File: config.mk
export PLATFORM = sky130hd
export DESIGN_NAME = sadcs_top
export DESIGN_NICKNAME = d
export VERILOG_FILES = /design/src/verilog/sadcs_sync.v /design/src/verilog/sadcs_top.v
export VERILOG_INCLUDE_DIRS = /design/src /design/src/verilog
export SDC_FILE = /design/constraint.sdc
export NUM_CORES = 1
export LEC_CHECK = 0
export ABC_AREA = 1
export BUFFER_PORTS_ARGS = -buffer_cell sky130_fd_sc_hd__buf_4
export CORE_MARGIN = 1
export CORE_UTILIZATION = 50
export DETAILED_ROUTE_END_ITERATION = 8
export GPL_ROUTABILITY_DRIVEN = 1
export HOLD_SLACK_MARGIN = 0.05
export PLACE_DENSITY = 0.68
export SYNTH_ARGS = -nofsm -noshare
export SYNTH_HDL_FRONTEND = slang
export SYNTH_SLANG_ARGS = --single-unit
File: constraint.sdc
create_clock -name sys_clk_in -period 1.69 [get_ports sys_clk_in]
set_input_delay 0.169 -clock sys_clk_in [delete_from_list [all_inputs] [get_ports sys_clk_in]]
set_output_delay 0.169 -clock sys_clk_in [all_outputs]
set_load 0.05 [all_outputs]
File: src/verilog/sadcs_regs.vh
// constants of the serial converter sequencer
`ifndef SADCS_REGS_VH
`define SADCS_REGS_VH
`define SADCS_CMD_PWRDN 4'h8
`define SADCS_CMD_FAST 4'h9
`define SADCS_CMD_SLOW 4'hA
`define SADCS_CMD_W 4
`define SADCS_RES_W 10
`define SADCS_SAMP_START 4'h4
`define SADCS_SAMP_END 4'hA
`define SADCS_FRAME_LEN 5'h10
`define SADCS_CONV_DELAY 2'h2
`define SADCS_CS_SETUP 4'h3
`define SADCS_FAST_CYC 8'hC8
`define SADCS_SLOW_CYC 10'h320
`endif

File: src/verilog/sadcs_sync.v
// two-flop synchroniser with edge pulses taken from the synchronised level
`default_nettype none
module sadcs_sync (
	input wire sys_clk_in,
	input wire srst_in,
	input wire async_in,
	input wire rst_val_in,
	output wire level_out,
	output wire rise_out,
	output wire fall_out
);
	reg meta_ff;
	reg sync_ff;
	reg prev_ff;
	// first flop feeds only the second
	// reset loads the pin's idle level so no false edge follows reset
	always @(posedge sys_clk_in) begin
		if (srst_in) begin
			meta_ff <= rst_val_in;
			sync_ff <= rst_val_in;
			prev_ff <= rst_val_in;
		end else begin
			meta_ff <= async_in;
			sync_ff <= meta_ff;
			prev_ff <= sync_ff;
		end
	end
	assign level_out = sync_ff;
	assign rise_out = sync_ff & ~prev_ff;
	assign fall_out = ~sync_ff & prev_ff;
endmodule
`default_nettype wire

File: src/verilog/sadcs_top.v
// sequencer for a serial successive-approximation converter
// Behaviour
// (RQ1) strobe fall starts sampling preset channel
// (RQ2) strobe rise holds the sample
// (RQ3) strobe discards waiting result
// (RQ4) conversion starts two clocks after strobe rise
// (RQ5) flag set on strobe rise, cleared on select rise
// (RQ6) flag tested at select fall
// (RQ7) normal cycle samples six serial clocks
// (RQ8) extended sampling: select high, strobe low
// (RQ9) host reads result with normal cycle
// (RQ10) rate codes 9h fast, Ah slow persist
// (RQ11) power-down keeps conversion rate
// (RQ12) code 8h powers down, select fall wakes
// (RQ13) reset: done high, input register zero
// (RQ14) host discards first results
// (RQ15) dsp mode: host lowers select and frame
// (RQ16) select toggle restarts the cycle
// (RQ17) host programs rate once at start; here the bench writes rate codes 9h, then Ah, then 9h again
// (RQ18) inverted clock samples input opposite edge
// (RQ19) inverted: output and input same edge; here inverted input samples on the edge opposite the output edge
// (RQ20) port mode from frame level at select fall
// (RQ21) control inputs ignored during select setup
// (RQ22) four-bit input register, msb first
// (RQ23) processor mode: msb at select fall
// (RQ24) dsp mode: msb after frame fall
// (RQ25) strobe synchronised before use
`default_nettype none
`include "sadcs_regs.vh"
module sadcs_top #(
	parameter RES_W = `SADCS_RES_W
) (
	input wire sys_clk_in,
	input wire srst_in,
	input wire chip_select_n_in,
	input wire serial_clk_in,
	input wire serial_in,
	input wire frame_sync_in,
	input wire conversion_start_n_in,
	input wire input_edge_invert_in,
	input wire [RES_W-1:0] conv_result_in,
	output wire serial_out,
	output wire serial_oe_out,
	output wire conversion_done_out,
	output wire sampling_out,
	output wire power_down_out,
	output wire slow_rate_out,
	output wire microprocessor_port_out,
	output wire pending_readout_flag_out,
	output wire [3:0] channel_out
);
	localparam ST_IDLE = 2'h0;
	localparam ST_WAIT = 2'h1;
	localparam ST_CONV = 2'h2;

	// select next rate-dependent conversion length
	function [9:0] conv_len;
		input slow;
		begin
			conv_len = slow ? `SADCS_SLOW_CYC : {2'h0, `SADCS_FAST_CYC};
		end
	endfunction

	// --------------------------------------------------
	// input synchronisers
	// --------------------------------------------------
	wire cs_n_s, cs_rise, cs_fall;
	wire sclk_s, sclk_rise, sclk_fall;
	wire fs_s, fs_rise, fs_fall;
	wire cst_s, cst_rise, cst_fall;
	wire din_s, din_r, din_f;
	wire inv_s, inv_r, inv_f;
	sadcs_sync u_cs (.sys_clk_in(sys_clk_in), .srst_in(srst_in), .async_in(chip_select_n_in),
		.rst_val_in(1'b1), .level_out(cs_n_s), .rise_out(cs_rise), .fall_out(cs_fall));
	sadcs_sync u_clk (.sys_clk_in(sys_clk_in), .srst_in(srst_in), .async_in(serial_clk_in),
		.rst_val_in(1'b0), .level_out(sclk_s), .rise_out(sclk_rise), .fall_out(sclk_fall));
	sadcs_sync u_fs (.sys_clk_in(sys_clk_in), .srst_in(srst_in), .async_in(frame_sync_in),
		.rst_val_in(1'b1), .level_out(fs_s), .rise_out(fs_rise), .fall_out(fs_fall));
	// (RQ25) strobe synchronised here
	sadcs_sync u_cst (.sys_clk_in(sys_clk_in), .srst_in(srst_in), .async_in(conversion_start_n_in),
		.rst_val_in(1'b1), .level_out(cst_s), .rise_out(cst_rise), .fall_out(cst_fall));
	sadcs_sync u_din (.sys_clk_in(sys_clk_in), .srst_in(srst_in), .async_in(serial_in),
		.rst_val_in(1'b0), .level_out(din_s), .rise_out(din_r), .fall_out(din_f));
	sadcs_sync u_inv (.sys_clk_in(sys_clk_in), .srst_in(srst_in), .async_in(input_edge_invert_in),
		.rst_val_in(1'b1), .level_out(inv_s), .rise_out(inv_r), .fall_out(inv_f));

	// --------------------------------------------------
	// state
	// --------------------------------------------------
	reg mp_mode_ff;
	reg flag_ff;
	reg [3:0] shift_ff;
	reg [3:0] channel_ff;
	reg [2:0] in_cnt_ff;
	reg [4:0] clk_cnt_ff;
	reg [3:0] setup_ff;
	reg active_ff;
	reg conv_cycle_ff;
	reg framed_ff;
	reg sampling_ff;
	reg ext_samp_ff;
	reg [1:0] state_ff;
	reg [1:0] dly_ff;
	reg [9:0] conv_cnt_ff;
	reg done_ff;
	reg pwrdn_ff;
	reg slow_ff;
	reg [15:0] out_sr_ff;
	reg [RES_W-1:0] result_ff;
	reg result_valid_ff;
	reg out_bit_ff;
	reg oe_ff;
	reg start_conv;
	wire cycle_end;
	wire setup_ok = (setup_ff == `SADCS_CS_SETUP);

	// (RQ18) (RQ19) input sampling edge per mode and inversion
	wire in_edge = mp_mode_ff ? (inv_s ? sclk_rise : sclk_fall) : (inv_s ? sclk_fall : sclk_rise);
	// (RQ23) (RQ24) output change edge per mode
	wire out_edge = mp_mode_ff ? sclk_fall : sclk_rise;
	wire io_go = active_ff & setup_ok & framed_ff;

	// --------------------------------------------------
	// select, port mode and setup guard
	// --------------------------------------------------
	always @(posedge sys_clk_in) begin
		if (srst_in) begin
			mp_mode_ff <= 1'b1;
			active_ff <= 1'b0;
			setup_ff <= 4'h0;
			framed_ff <= 1'b0;
			conv_cycle_ff <= 1'b0;
		end else if (cs_fall) begin
			// (RQ20) port mode from frame level
			mp_mode_ff <= fs_s;
			active_ff <= 1'b1;
			setup_ff <= 4'h0;
			framed_ff <= fs_s;
			// (RQ6) flag tested here
			conv_cycle_ff <= ~flag_ff;
		end else if (cs_rise) begin
			active_ff <= 1'b0;
			framed_ff <= 1'b0;
		end else begin
			// (RQ21) hold off control inputs
			if (active_ff && !setup_ok) begin
				setup_ff <= setup_ff + 4'h1;
			end
			if (active_ff && !mp_mode_ff && setup_ok && fs_fall) begin
				framed_ff <= 1'b1;
			end
		end
	end

	// --------------------------------------------------
	// serial clock counting, input shift and sampling window
	// --------------------------------------------------
	always @(posedge sys_clk_in) begin
		if (srst_in) begin
			// (RQ13) input register cleared
			shift_ff <= 4'h0;
			channel_ff <= 4'h0;
			in_cnt_ff <= 3'h0;
			clk_cnt_ff <= 5'h0;
			sampling_ff <= 1'b0;
		end else if (cs_fall || cs_rise || (active_ff && !mp_mode_ff && fs_s && sclk_fall)) begin
			// (RQ16) new cycle on select toggle or frame
			in_cnt_ff <= 3'h0;
			clk_cnt_ff <= 5'h0;
			sampling_ff <= 1'b0;
		end else if (io_go) begin
			// (RQ22) msb-first shift of four bits
			if (in_edge && in_cnt_ff < 3'h4) begin
				shift_ff <= {shift_ff[2:0], din_s};
				in_cnt_ff <= in_cnt_ff + 3'h1;
				if (in_cnt_ff == 3'h3) begin
					channel_ff <= {shift_ff[2:0], din_s};
				end
			end
			if (sclk_rise && clk_cnt_ff < `SADCS_FRAME_LEN) begin
				clk_cnt_ff <= clk_cnt_ff + 5'h1;
			end
			// (RQ7) six-clock sampling window
			if (conv_cycle_ff && sclk_rise && clk_cnt_ff == {1'b0, `SADCS_SAMP_START} - 5'h1) begin
				sampling_ff <= 1'b1;
			end
			if (sclk_fall && clk_cnt_ff == {1'b0, `SADCS_SAMP_END}) begin
				sampling_ff <= 1'b0;
			end
		end
	end
	assign cycle_end = sampling_ff & io_go & sclk_fall & (clk_cnt_ff == {1'b0, `SADCS_SAMP_END});

	// --------------------------------------------------
	// pending readout flag and extended sampling
	// --------------------------------------------------
	always @(posedge sys_clk_in) begin
		if (srst_in) begin
			flag_ff <= 1'b0;
			ext_samp_ff <= 1'b0;
		end else begin
			// (RQ1) (RQ8) strobe fall with select high
			if (cst_fall && cs_n_s) begin
				ext_samp_ff <= 1'b1;
			end else if (cst_rise) begin
				// (RQ2) sample held here
				ext_samp_ff <= 1'b0;
			end
			// (RQ5) set wins over clear
			if (cst_rise) begin
				flag_ff <= 1'b1;
			end else if (cs_rise) begin
				flag_ff <= 1'b0;
			end
		end
	end

	// --------------------------------------------------
	// rate and power-down commands
	// --------------------------------------------------
	wire cmd_done = io_go & in_edge & (in_cnt_ff == 3'h3);
	wire [3:0] cmd = {shift_ff[2:0], din_s};
	always @(posedge sys_clk_in) begin
		if (srst_in) begin
			pwrdn_ff <= 1'b0;
			slow_ff <= 1'b0;
		end else begin
			// (RQ10) (RQ11) rate held across power-down
			if (cmd_done && cmd == `SADCS_CMD_FAST) begin
				slow_ff <= 1'b0;
			end else if (cmd_done && cmd == `SADCS_CMD_SLOW) begin
				slow_ff <= 1'b1;
			end
			// (RQ12) power-down entry and wake
			if (cmd_done && cmd == `SADCS_CMD_PWRDN) begin
				pwrdn_ff <= 1'b1;
			end else if (cs_fall) begin
				pwrdn_ff <= 1'b0;
			end
		end
	end

	// --------------------------------------------------
	// conversion sequencer
	// --------------------------------------------------
	always @* begin
		start_conv = 1'b0;
		if (state_ff == ST_WAIT && dly_ff == `SADCS_CONV_DELAY - 2'h1) begin
			start_conv = 1'b1;
		end
	end
	always @(posedge sys_clk_in) begin
		if (srst_in) begin
			state_ff <= ST_IDLE;
			dly_ff <= 2'h0;
			conv_cnt_ff <= 10'h0;
			// (RQ13) done starts high
			done_ff <= 1'b1;
			result_ff <= {RES_W{1'b0}};
			result_valid_ff <= 1'b0;
		end else begin
			// (RQ3) strobe discards waiting result
			if (cst_fall) begin
				result_valid_ff <= 1'b0;
			end
			case (state_ff)
				ST_IDLE: begin
					if (cst_rise) begin
						// (RQ4) two-clock delay before conversion
						state_ff <= ST_WAIT;
						dly_ff <= 2'h0;
						done_ff <= 1'b0;
					end else if (cycle_end && !pwrdn_ff) begin
						state_ff <= ST_CONV;
						conv_cnt_ff <= conv_len(slow_ff);
						done_ff <= 1'b0;
					end
				end
				ST_WAIT: begin
					dly_ff <= dly_ff + 2'h1;
					if (start_conv) begin
						state_ff <= ST_CONV;
						conv_cnt_ff <= conv_len(slow_ff);
					end
				end
				ST_CONV: begin
					if (conv_cnt_ff == 10'h1) begin
						state_ff <= ST_IDLE;
						done_ff <= 1'b1;
						result_ff <= conv_result_in;
						result_valid_ff <= 1'b1;
					end else begin
						conv_cnt_ff <= conv_cnt_ff - 10'h1;
					end
				end
				default: begin
					state_ff <= ST_IDLE;
				end
			endcase
		end
	end

	// --------------------------------------------------
	// serial output
	// --------------------------------------------------
	always @(posedge sys_clk_in) begin
		if (srst_in) begin
			out_sr_ff <= 16'h0000;
			out_bit_ff <= 1'b0;
			oe_ff <= 1'b0;
		end else if (cs_rise) begin
			oe_ff <= 1'b0;
		end else if (cs_fall && fs_s) begin
			// (RQ23) msb at select fall
			out_sr_ff <= {result_ff, 6'h00};
			out_bit_ff <= result_ff[RES_W-1];
			oe_ff <= 1'b1;
		end else if (cs_fall) begin
			out_sr_ff <= {result_ff, 6'h00};
			oe_ff <= 1'b1;
		end else if (active_ff && !mp_mode_ff && setup_ok && fs_fall) begin
			// (RQ24) msb after frame fall
			out_bit_ff <= out_sr_ff[15];
		end else if (io_go && out_edge && clk_cnt_ff != 5'h0) begin
			out_sr_ff <= {out_sr_ff[14:0], 1'b0};
			out_bit_ff <= out_sr_ff[14];
		end
	end

	assign serial_out = out_bit_ff;
	assign serial_oe_out = oe_ff;
	assign conversion_done_out = done_ff;
	assign sampling_out = sampling_ff | ext_samp_ff;
	assign power_down_out = pwrdn_ff;
	assign slow_rate_out = slow_ff;
	assign microprocessor_port_out = mp_mode_ff;
	assign pending_readout_flag_out = flag_ff;
	assign channel_out = channel_ff;
	wire unused_ok = din_r | din_f | inv_r | inv_f | fs_rise | result_valid_ff | sclk_s | cst_s;
endmodule
`default_nettype wire

After elaboration in Yosys (flattened, before gate mapping)
Index checks and enable logic that the tools add are counted.
W data, S select, Z words.
- word-level logic and storage cells: 190
- bits in registers: 87
- muxes and demuxes: 44
- magnitude comparators: 2
- add/sub/neg operators: 5
- reduce and logical (&&, ||, !) cells: 56
- bitwise logic cells: 25
- equal/unequal tests: 20
- operator list (operator ; number):
    $mux W16 ; 4
    $mux W10 ; 5
    $pmux W10 S3 ; 1
    $mux W1 ; 26
    $logic_and A1 B1 Y1 ; 20
    $reduce_bool A2 Y1 ; 8
    $reduce_and A3 Y1 ; 5
    $and A1 B1 Y1 ; 14
    $eq A4 B4 Y1 const B ; 3
    $ne A2 B2 Y1 const B ; 6
    $reduce_and A2 Y1 ; 6
    $reduce_bool A3 Y1 ; 4
    $eq A10 B1 Y1 const B ; 1
    $mux W2 ; 5
    $not A1 Y1 ; 10
    $sub A10 B1 Y10 const B ; 1
    $reduce_or A2 Y1 ; 4
    $ne A3 B3 Y1 const B ; 2
    $pmux W2 S3 ; 1
    $add A5 B1 Y5 const B ; 1
    $eq A5 B2 Y1 const B ; 1
    $eq A5 B4 Y1 const B ; 1
    $lt A5 B5 Y1 const B ; 1
    $reduce_and A5 Y1 ; 1
    17 further kinds ; 21

Depth between registers and ports, before layout
Gate-level depths: netlist of run 1.
- word-level depth: 10
- mapped depth: 14
- mapped depth without buffers: 13

Cells and area by module
A second synthesis of run 1 with hierarchy kept.
- cell total of the unflattened synthesis: 600
- area, all modules: 3967.6 um2
- by module, submodules not included (module ; times used ; area each (um2) ; seq. area each (um2) ; cells an instance):
    sadcs_top ; 1 ; 3321.9 ; 1301.2 ; 510
    sadcs_sync ; 6 ; 107.6 ; 60.1 ; 15

Worst setup path after synthesis of run 1
No wires, ideal clock.
- path kind: flip-flop to flip-flop
- start: register mp_mode_ff (netlist: microprocessor_port_out)
- end: register channel_ff[0] (netlist: channel_out[0])
- path slack: 0.021 ns
- period minus slack after synthesis: 1.669 ns
- cell stages (with the launch flop): 9
- library setup time: 0.114 ns
- arrival time: 1.554 ns
- data required time: 1.576 ns
- cells stage by stage: dfxtp_1 > xnor2_1 > nand2_1 > o21ai_1 > nand2_2 > nor2_2 > nand3_1 > nand2_1 > nor2_1
- word-level cells in the longest chain between the ends: 7
- elaborated cells on any way between the ends: 9
- RTL lines (item ; line ; source):
    start, declared ; sadcs_top.v:90 ; reg mp_mode_ff;
    start signal, assigned ; sadcs_top.v:135 ; mp_mode_ff <= fs_s;
    $logic_not A1 Y1 ; sadcs_top.v:166 ; end else if (cs_fall || cs_rise || (active_ff && !mp_mode_ff && fs_s && sclk_fall)) begin
    $logic_and A1 B1 Y1 (3 in series) ; sadcs_top.v:166 ;
    $logic_or A1 B1 Y1 ; sadcs_top.v:166 ;
    $not A1 Y1 (no source line) ; -- ;
    $reduce_and A4 Y1 (no source line) * ; -- ;
    end signal, assigned ; sadcs_top.v:177 ; channel_ff <= {shift_ff[2:0], din_s};
    end, declared ; sadcs_top.v:93 ; reg [3:0] channel_ff;
Every way passes the cells marked *; elsewhere a longest branch is shown, timed or not.
A chain may end at the register's enable or synchronous reset.

Worst setup path after layout of run 1
- start: register clk_cnt_ff[0]
- end: register conv_cnt_ff[0]
- word-level cells in the longest chain between the ends: 5
- RTL lines (item ; line ; source):
    start, declared ; sadcs_top.v:95 ; reg [4:0] clk_cnt_ff;
    start signal, assigned ; sadcs_top.v:181 ; clk_cnt_ff <= clk_cnt_ff + 5'h1;
    $eq A5 B4 Y1 ; sadcs_top.v:192 ; assign cycle_end = sampling_ff & io_go & sclk_fall & (clk_cnt_ff == {1'b0, `SADCS_SAMP_END});
    $and A1 B1 Y1 ; sadcs_top.v:192 ;
    $logic_and A1 B1 Y1 ; sadcs_top.v:273 ; end else if (cycle_end && !pwrdn_ff) begin
    $ne A2 B2 Y1 (no source line) ; -- ;
    $reduce_and A5 Y1 (no source line) ; -- ;
    end signal, assigned ; sadcs_top.v:275 ; conv_cnt_ff <= conv_len(slow_ff);
    end signal, assigned ; sadcs_top.v:283 ; conv_cnt_ff <= conv_len(slow_ff);
    end signal, assigned ; sadcs_top.v:293 ; conv_cnt_ff <= conv_cnt_ff - 10'h1;
    end, declared ; sadcs_top.v:104 ; reg [9:0] conv_cnt_ff;
No other way between the ends.

==> results.cfg, run 1 <==
[critical_path]
cp_top_family = simple AND/OR/NAND/NOR gates
slowest_stage = dfxtp_1
setup.worst_path.end_class = register
crit_path_start_kind = register
cp.depth = 9
worst-path-buf-inv = 2
max_stage_delay_ns = 0.33
critical_path_required_ns = 1.98
worstSetupPathType = reg2reg
path_max_fanout = 6
ff2ff_path_depth = 9
crit_arrival_ns = 1.87
crit_path_frequent_cell = nor2_1
path_cells = inv_2 -> ha_1 -> nand3_1 -> nor2_1 -> nand3_2 -> a21oi_4 -> buf_6 -> nor2_1 -> nor2_1

[synthesis]
synth_area_per_cell_um2 = 6.932
synth_cells = 548
ys_ff_latch = 81
yosys_warnings = 0
syn_nets = 578
yosysUniqueCellTypes = 32
synth_edf_count = 0
yosysTopAreaCell = dfxtp_1
synth_area_leaders = dfxtp_1 (43%), nand2_1 (12%), nor2_1 (9.8%), inv_1 (6.7%), o21ai_0 (5.4%)
async_flop_share_pct = 0
ys_seq_area_share_pct = 42.69
ys.flop_type = dfxtp_1
syn_area_mm2 = 0.003799
synth_top_area_share_pct = 42.69

[placed_design]
port_buffers = 29
gp_congestion = 0.8469
hpwl_um = 5432
place_area_mm2 = 0.004159
dp.cells = 673
place_ws_ns = 0.06455

[final_layout]
final_nets = 634
final_util_pct = 62.83
drive_gt1_share_pct = 18.42
most-common-layout-cells = nand2_1 (116), nor2_1 (98), dfxtp_1 (77)
area_growth_syn_to_layout_pct = 20.62
design_area_mm2 = 0.004582
mostFrequentLayoutCell = nand2_1
multi_input_area_mm2 = 0.001889
diodes = 0
instances_no_fill = 707
register_area_mm2 = 0.001627
nFillCells = 700

[clock_network]
cts_tree = done
clock_path_buffers = 2
clock-sinks = 81
cts_root_buf = clkbuf_8
path_clk_slew_ns = 0.08
insertion_delay_ns = 0.35
cts_made_buffers = 9
htree_levels = 3

[global_routing]
antenna_found_initial = 0
grt_pass1_vias = 2899
track_usage_pct = 20.90
gr-total-overflow = 0
grt_max_degree = 25
grt_pass1_wl_um = 12840

[min_path]
min_path_cells = 3
hold_path.class = in2reg

[die]
io_pins = 30
rows = 31
die_y_um = 89.16
die_w_um = 89.16
initial_core_util_pct = 52.09
dieArea_mm2 = 0.007950
fp.coreArea_mm2 = 0.007292

[sta]
post-route-period-util_pct = 94.01
tightest_slew_ns = 0.3644
rsz0062_at_grt = true
drv_slew = 0
hold_viol_final = 0
fin_setup_tns_ns = 0
skew_ns = 0.006710
fmaxAchievable_ghz = 0.6294
max_slew_margin_pct = 75.62
setup_viol = 0
whs_ns = 0.05282
layout_setup_ws_ns = 0.1012
finalCriticalPeriod_ns = 1.589

[drt]
vias = 3315
avgRoutedWirePerCell_um = 11.07
drt_wl_total_um = 7825
via_per_inst = 4.689
antenna_left = 0
first_iter_violations = 123
drtPass1Iterations = 4
drc = 0

[power]
p_leak_nw = 2.103
cellPowerDensity_mw_per_mm2 = 828.1
power.total_mw = 3.794
peakVddDrop_mv = 0.4916

[flow_run]
cap_violations = 0

[status]
status = finished clean
Yosys cell counts, types with 6 or more instances:
cell type    n
a21oi_1     22
clkbuf_1     9
dfxtp_1     81
ha_1        12
inv_1       68
inv_2        7
nand2_1    119
nand2_2      6
nand3_1     28
nor2_1      99
nor2_2       7
o21ai_0     41
o21ai_1      8
or2_2       10
worst reg2reg max path: stages (launching register included):
cell and delay (ns):
dfxtp_1 0.33, inv_2 0.08, ha_1 0.15, nand3_1 0.09, nor2_1 0.16, nand3_2 0.16
a21oi_4 0.28, buf_6 0.14, nor2_1 0.03, nor2_1 0.10
registers in the layout (all words and copies together) (netlist names), 2 cells and up:
| name | flops |
|---|---|
| setup_ff | 4 |
| channel_out | 4 |
| conv_cnt_ff | 10 |
| in_cnt_ff | 3 |
| state_ff | 2 |
| clk_cnt_ff | 5 |
| result_ff | 10 |
| shift_ff | 3 |
| dly_ff | 2 |
| out_sr_ff | 10 |
cell families (layout without fill, tap and decap cells):
family | count (synthesis) | after routing | share of synthesized area [%]
simple gates | 288 | 288 | 33.23
xor+xnor | 1 | 1 | 0.2306
flops | 81 | 81 | 42.69
compound gates | 77 | 77 | 10.80
fa+ha+maj | 12 | 12 | 3.952
buf+inv | 89 | 149 | 9.091
power by group:
group / total [mW] / internal, mW / switching, mW
combinational: 0.503 / 0.204 / 0.298
sequential: 2.02 / 1.97 / 0.0460
clock: 1.27 / 0.608 / 0.666
total: 3.79 / 2.78 / 1.01
path summary, 6_finish.rpt:
path                                  to  slack (ns)                       start
max          conv_cnt_ff[0]$_SDFFE_PP0P_        0.10  clk_cnt_ff[0]$_SDFFE_PP0P_
min            result_ff[0]$_SDFFE_PP0P_        0.05           conv_result_in[0]
max reg2reg  conv_cnt_ff[0]$_SDFFE_PP0P_        0.10  clk_cnt_ff[0]$_SDFFE_PP0P_
min reg2reg   u_din.level_out$_SDFF_PP0_        0.41    u_din.meta_ff$_SDFF_PP0_
routing by layer:
| metal | track usage [%] | vias up | routed length [um] | share of wire (%) |
|---|---|---|---|---|
| met4 | 7.648 | 0 | 46 | 0.59 |
| met2 | 33.73 | 46 | 3580 | 46 |
| met1 | 28.00 | 1447 | 3943 | 50 |
| met5 | 0 | - | 0 | 0 |
| met3 | 3.878 | 4 | 253 | 3.2 |
| li1 | - | 1818 | - | - |
repair_timing:
| item | 4_1_cts | 5_1_grt |
|---|---|---|
| hold buffers | 15 | 0 |
| setup endpoints to repair | 0 | 35 |
| hold endpoints to repair | 14 | 0 |
| resized for setup | 0 | 20 |
| setup buffers | 0 | 4 |
final cells by class:
class	count	area share [%]
multi-input combinational	378	41.23
sequential	81	35.50
clock buffer	13	3.468
inverter	75	6.226
clock inverter	2	0.3004
timing repair buffer	59	10.57
tap	99	2.703
(Power assumes the default switching activity.)
==> run 2, diff against run 1 <==
--- a/config.mk
+++ b/config.mk
@@ -12,6 +12,7 @@
 export CORE_UTILIZATION = 50
 export DETAILED_ROUTE_END_ITERATION = 8
 export GPL_ROUTABILITY_DRIVEN = 1
+export GPL_TIMING_DRIVEN = 0
 export HOLD_SLACK_MARGIN = 0.05
 export PLACE_DENSITY = 0.68
 export SYNTH_ARGS = -nofsm -noshare
==> run 2 against run 1 <==
Compared with the run above: worst hold slack better by 0.064 ns; count of clock-buffer cells in the layout decreased by 3; register-to-register slack worse by 0.05 ns; clock skew increased by 0.0010 ns; fmax decreased by 3.0%; setup slack lost 0.050 ns; critical path type unchanged; critical endpoint is now conv_cnt_ff[7]$_SDFFE_PP0P_; largest power group unchanged.
==> results.cfg, run 2 (synthesis results as in run 1) <==
[critical_path]
worst-path-buf-inv = 4
max_stage_delay_ns = 0.34
crit_path_start_kind = register
crit_arrival_ns = 1.89
ff2ff_setup_slack_ns = 0.05
cp_top_family = simple AND/OR/NAND/NOR gates
path_max_fanout = 5
worstSetupPathType = reg2reg
critical_path_required_ns = 1.94
setup.worst_path.end_class = register
slowest_stage = dfxtp_2
path_cells = inv_2 -> ha_4 -> inv_2 -> nor2_4 -> nand3_2 -> nor2_4 -> nand2_4 -> nand2_4 -> inv_2 -> nand2_4 -> clkbuf_16 -> nand2_2 -> nand2_1 -> nor2_1

[clock_network]
path_clk_slew_ns = 0.08
clock-sinks = 81
insertion_delay_ns = 0.35
cts_made_buffers = 9
clock_path_buffers = 2
cts_root_buf = clkbuf_8
htree_levels = 3
cts_tree = done

[global_routing]
grt_pass1_vias = 3096
gr-total-overflow = 0
grt_pass1_wl_um = 13900
antenna_found_initial = 0
grt_max_degree = 14
track_usage_pct = 22.80

[die]
io_pins = 30
fp.coreArea_mm2 = 0.007292
dieArea_mm2 = 0.007950
rows = 31
die_y_um = 89.16
initial_core_util_pct = 52.09
die_w_um = 89.16

[drt]
wl_met1_um = 4072
avgRoutedWirePerCell_um = 12.03
wl_met2_um = 4007
dr_wl_met3_um = 332
drc = 0
vias = 3533
top_layer = met4
via_per_inst = 4.962
drtPass1Iterations = 7
antenna_left = 0
drt_wl_total_um = 8564
first_iter_violations = 142

[power]
peakVddDrop_mv = 0.5378
cellPowerDensity_mw_per_mm2 = 866.0
p_leak_nw = 2.148

[placed_design]
place_ws_ns = -0.04120
hpwl_um = 5845
place_area_mm2 = 0.004140
gp_congestion = 0.8469
port_buffers = 29

[sta]
post-route-period-util_pct = 96.96
drv_slew = 0
layout_setup_ws_ns = 0.05133
setup_viol = 0
fmaxAchievable_ghz = 0.6103
max_slew_margin_pct = 58.15
hold_viol_final = 0
rsz0062_at_grt = true
skew_ns = 0.007736
finalCriticalPeriod_ns = 1.639
tightest_slew_ns = 0.6277

[final_layout]
top_regs = conv_cnt_ff x10, out_sr_ff x10, result_ff x10
final_util_pct = 65.22
most-common-layout-cells = nand2_1 (113), nor2_1 (96), dfxtp_1 (74)
area_growth_syn_to_layout_pct = 25.20
final_nets = 639
diodes = 0
design_area_mm2 = 0.004756
drive_gt1_share_pct = 21.37
mostFrequentLayoutCell = nand2_1

[status]
status = finished clean

[flow_run]
cap_violations = 0

[min_path]
hold_path.class = in2reg
## run 2: worst paths after layout
kind	startpoint	depth (start not counted)	endpoint
setup / recovery	conv_cnt_ff[1]$_SDFFE_PP0P_	14	conv_cnt_ff[7]$_SDFFE_PP0P_
hold / removal	srst_in	3	in_cnt_ff[2]$_SDFFE_PP0P_
setup reg to reg	conv_cnt_ff[1]$_SDFFE_PP0P_	14	conv_cnt_ff[7]$_SDFFE_PP0P_
hold reg to reg	u_cs.meta_ff$_SDFF_PP1_	1	u_cs.level_out$_SDFF_PP1_
## run 2: metal layers
metal | up-vias | global-route usage, %
met5 | - | 0
met1 | 1606 | 30.09
met3 | 15 | 3.601
li1 | 1830 | -
met2 | 82 | 37.68
met4 | 0 | 8.514
## run 2: report_power, final
| group | leakage (nW) | switching, mW | internal [mW] |
|---|---|---|---|
| clock network | 0.104 | 0.699 | 0.862 |
| logic | 1.38 | 0.323 | 0.214 |
| registers | 0.662 | 0.0497 | 1.97 |
| total | 2.15 | 1.07 | 3.05 |
## run 2: through the flow
stage	hold WS, ns	power (mW)	TNS (ns)	instances
6_report	0.1169	4.119	0	712
5_1_grt	0.1129	4.316	-0.2452	712
4_1_cts	0.1172	4.102	0	707
3_5_place_dp	0.3570	2.517	-0.2734	676
3_3_place_gp	0.3535	2.502	-0.2590	676
2_1_floorplan	0.2728	2.385	0	548
## run 2: tightest hold or removal path, delay by kind of cell
kind / cells / cell delay [ns]
and+or+nand+nor: 1 / 0.06
AOI/OAI and AO/OA: 1 / 0.09
buffers and inverters: 1 / 0.12
## run 2: area by class of cell
type | count | area (um2)
multi-input cells | 378 | 1982
fillers | 677 | 2536
plain buffers | 13 | 70.07
inverters | 75 | 285.3
clock inverters | 5 | 80.08
clock buffers | 10 | 137.6
well taps | 99 | 123.9
repair buffers | 51 | 444.2
flip-flops and latches | 81 | 1633
## run 2: timing repair
item                       in CTS  in global routing
hold endpoints to repair       16                  0
setup endpoints to repair      16                 49
hold buffers                   16                  0
buffers inserted                0                  5
pin swaps                       0                 14
cloned                          0                  1
resized for setup               5                 48
==> run 3, diff against run 2 <==
--- a/config.mk
+++ b/config.mk
@@ -8,7 +8,7 @@
 export LEC_CHECK = 0
 export ABC_AREA = 1
 export BUFFER_PORTS_ARGS = -buffer_cell sky130_fd_sc_hd__buf_4
-export CORE_MARGIN = 1
+export CORE_MARGIN = 8
 export CORE_UTILIZATION = 50
 export DETAILED_ROUTE_END_ITERATION = 8
 export GPL_ROUTABILITY_DRIVEN = 1
==> run 3 against run 2 <==
Compared with the run above: critical path depth fell by 1; combinational power barely moved; clock power up 6%; fmax fell by 0.37%; count of clock-buffer cells in the layout decreased by 1; core utilization decreased by 0.10 points; sequential share of layout area is 0.054 points higher; design area down 0.16%; final cell count unchanged; global-route usage fell by 5.1 points; largest power group unchanged.
==> results.cfg, run 3 (synthesis results as in run 1) <==
[critical_path]
ff2ff_setup_slack_ns = 0.05
max_stage_delay_ns = 0.34
critical_path_required_ns = 1.98
path_cells = inv_2 -> ha_4 -> inv_2 -> nor2_4 -> nand3_2 -> nor2_4 -> nand2_4 -> nand2_4 -> inv_4 -> nand2_4 -> buf_8 -> nand2_1 -> a21oi_1
crit_path_start_kind = register
rr_startpoint = conv_cnt_ff[1]$_SDFFE_PP0P_
crit_path_frequent_cell = nand2_4
worstSetupPathType = reg2reg
crit_arrival_ns = 1.93
setup.worst_path.end_class = register
timing.rr.end = conv_cnt_ff[3]$_SDFFE_PP0P_
ff2ff_path_depth = 13
path_max_fanout = 5
slowest_stage = dfxtp_2

[drt]
first_iter_violations = 161
antenna_left = 0
via_per_inst = 4.949
drtPass1Iterations = 5
drc = 0
drt_wl_total_um = 8975
vias = 3524
avgRoutedWirePerCell_um = 12.61

[final_layout]
design_area_mm2 = 0.004748
area_growth_syn_to_layout_pct = 25.00
mostFrequentLayoutCell = nand2_1
final_nets = 638
diodes = 0
drive_gt1_share_pct = 20.07
top_regs = conv_cnt_ff x10, out_sr_ff x10, result_ff x10
final_util_pct = 65.12
instances_no_fill = 712
most-common-layout-cells = nand2_1 (116), nor2_1 (96), dfxtp_1 (76)

[sta]
drv_slew = 0
tightest_slew_ns = 0.5939
post-route-period-util_pct = 97.33
skew_ns = 0.01357
whs_ns = 0.1028
setup_viol = 0
fmaxAchievable_ghz = 0.6080
hold_viol_final = 0
finalCriticalPeriod_ns = 1.645
rsz0062_at_grt = true
layout_setup_ws_ns = 0.04518
max_slew_margin_pct = 60.40

[min_path]
hold_path.class = in2reg
hold_end = in_cnt_ff[2]$_SDFFE_PP0P_
min_path_cells = 3
min_from = srst_in

[clock_network]
htree_levels = 3
path_clk_slew_ns = 0.09
cts_made_buffers = 9
insertion_delay_ns = 0.37
cts_tree = done
clock-sinks = 81
cts_root_buf = clkbuf_8
clock_path_buffers = 2

[global_routing]
grt_pass1_wl_um = 14770
gr-total-overflow = 0
grt_pass1_vias = 3285
antenna_found_initial = 0
track_usage_pct = 17.70
grt_max_degree = 17

[placed_design]
gp_congestion = 0.8620
hpwl_um = 6001
dp.cells = 676
port_buffers = 29
place_area_mm2 = 0.004140
place_ws_ns = -0.05203

[status]
status = finished clean

[die]
io_pins = 30
fp.coreArea_mm2 = 0.007292
initial_core_util_pct = 52.09
die_w_um = 103.2
dieArea_mm2 = 0.01064
die_y_um = 103.2
rows = 31

[flow_run]
cap_violations = 0

[power]
peakVddDrop_mv = 0.6174
cellPowerDensity_mw_per_mm2 = 886.7
p_leak_nw = 2.157
## run 3: cell types whose count changed in the layout (fill, tap and decap cells not counted), sizes merged
cell      previous run  this run
clkinv               1         0
inv                 74        79
clkbuf              20        19
clkinvlp             3         1
buf                 38        37
## run 3: repair_timing
action                     4_1_cts  5_1_grt
hold buffers                    16        0
hold endpoints to repair        16        0
gates cloned                     0        1
setup buffers                    0        4
setup endpoints to repair       20       50
resized for setup                6       42
pin swaps                        0       11
## run 3: stage by stage
step | setup TNS [ns] | power [mW]
global route | -0.2992 | 4.412
detailed placement | -0.4103 | 2.516
floorplan | 0 | 2.385
CTS | 0 | 4.206
global placement | -0.2669 | 2.503
finish | 0 | 4.210
## run 3: how the worst max path moves through the flow
stage	slack [ns]	cells after the start	endpoint	startpoint
after floorplan	0.02	8	channel_out[0]$_SDFFE_PP0P_	microprocessor_port_out$_SDFFE_PP1P_
after global placement	-0.04	7	out_sr_ff[9]$_SDFFE_PP0P_	u_cs.level_out$_SDFF_PP1_
after detailed placement	-0.05	7	out_sr_ff[11]$_SDFFE_PP0P_	u_cs.level_out$_SDFF_PP1_
after CTS	0.004	10	sampling_ff$_SDFFE_PP0P_	u_cs.level_out$_SDFF_PP1_
after global routing	-0.05	13	conv_cnt_ff[1]$_SDFFE_PP0P_	conv_cnt_ff[1]$_SDFFE_PP0P_
final	0.05	13	conv_cnt_ff[3]$_SDFFE_PP0P_	conv_cnt_ff[1]$_SDFFE_PP0P_
## run 3: report_power, final
group / leakage, nW / internal [mW] / total (mW) / switching (mW)
combinational: 1.38 / 0.214 / 0.539 / 0.325
sequential: 0.661 / 1.97 / 2.02 / 0.0493
clock: 0.117 / 0.863 / 1.65 / 0.787
total: 2.16 / 3.05 / 4.21 / 1.16
## run 3: cell type report
type / instances / area (um2)
multi-input cells: 378 / 1971
repair buffers: 50 / 432.9
clock buffers: 9 / 123.9
well taps: 99 / 123.9
flip-flops and latches: 81 / 1633
clock inverters: 7 / 106.4
plain buffers: 13 / 70.07
inverters: 75 / 287.8
fillers: 679 / 2544
## run 3: worst max-delay path: cells and delay by family (launching register included)
kind                     cells  cell delay [ns]
flip-flops                   1             0.34
adder cells (fa/ha/maj)      1             0.13
AND/OR/NAND/NOR              7             0.68
AO/OA/AOI/OAI                1             0.11
buffers and inverters        4             0.29
## run 3: per-layer routing
metal	track usage [%]	wire [um]	part of all wire, %
met5	0	0	0
met1	21.54	4170	46
met4	5.784	108	1.2
met2	29.68	4267	48
met3	4.524	429	4.8
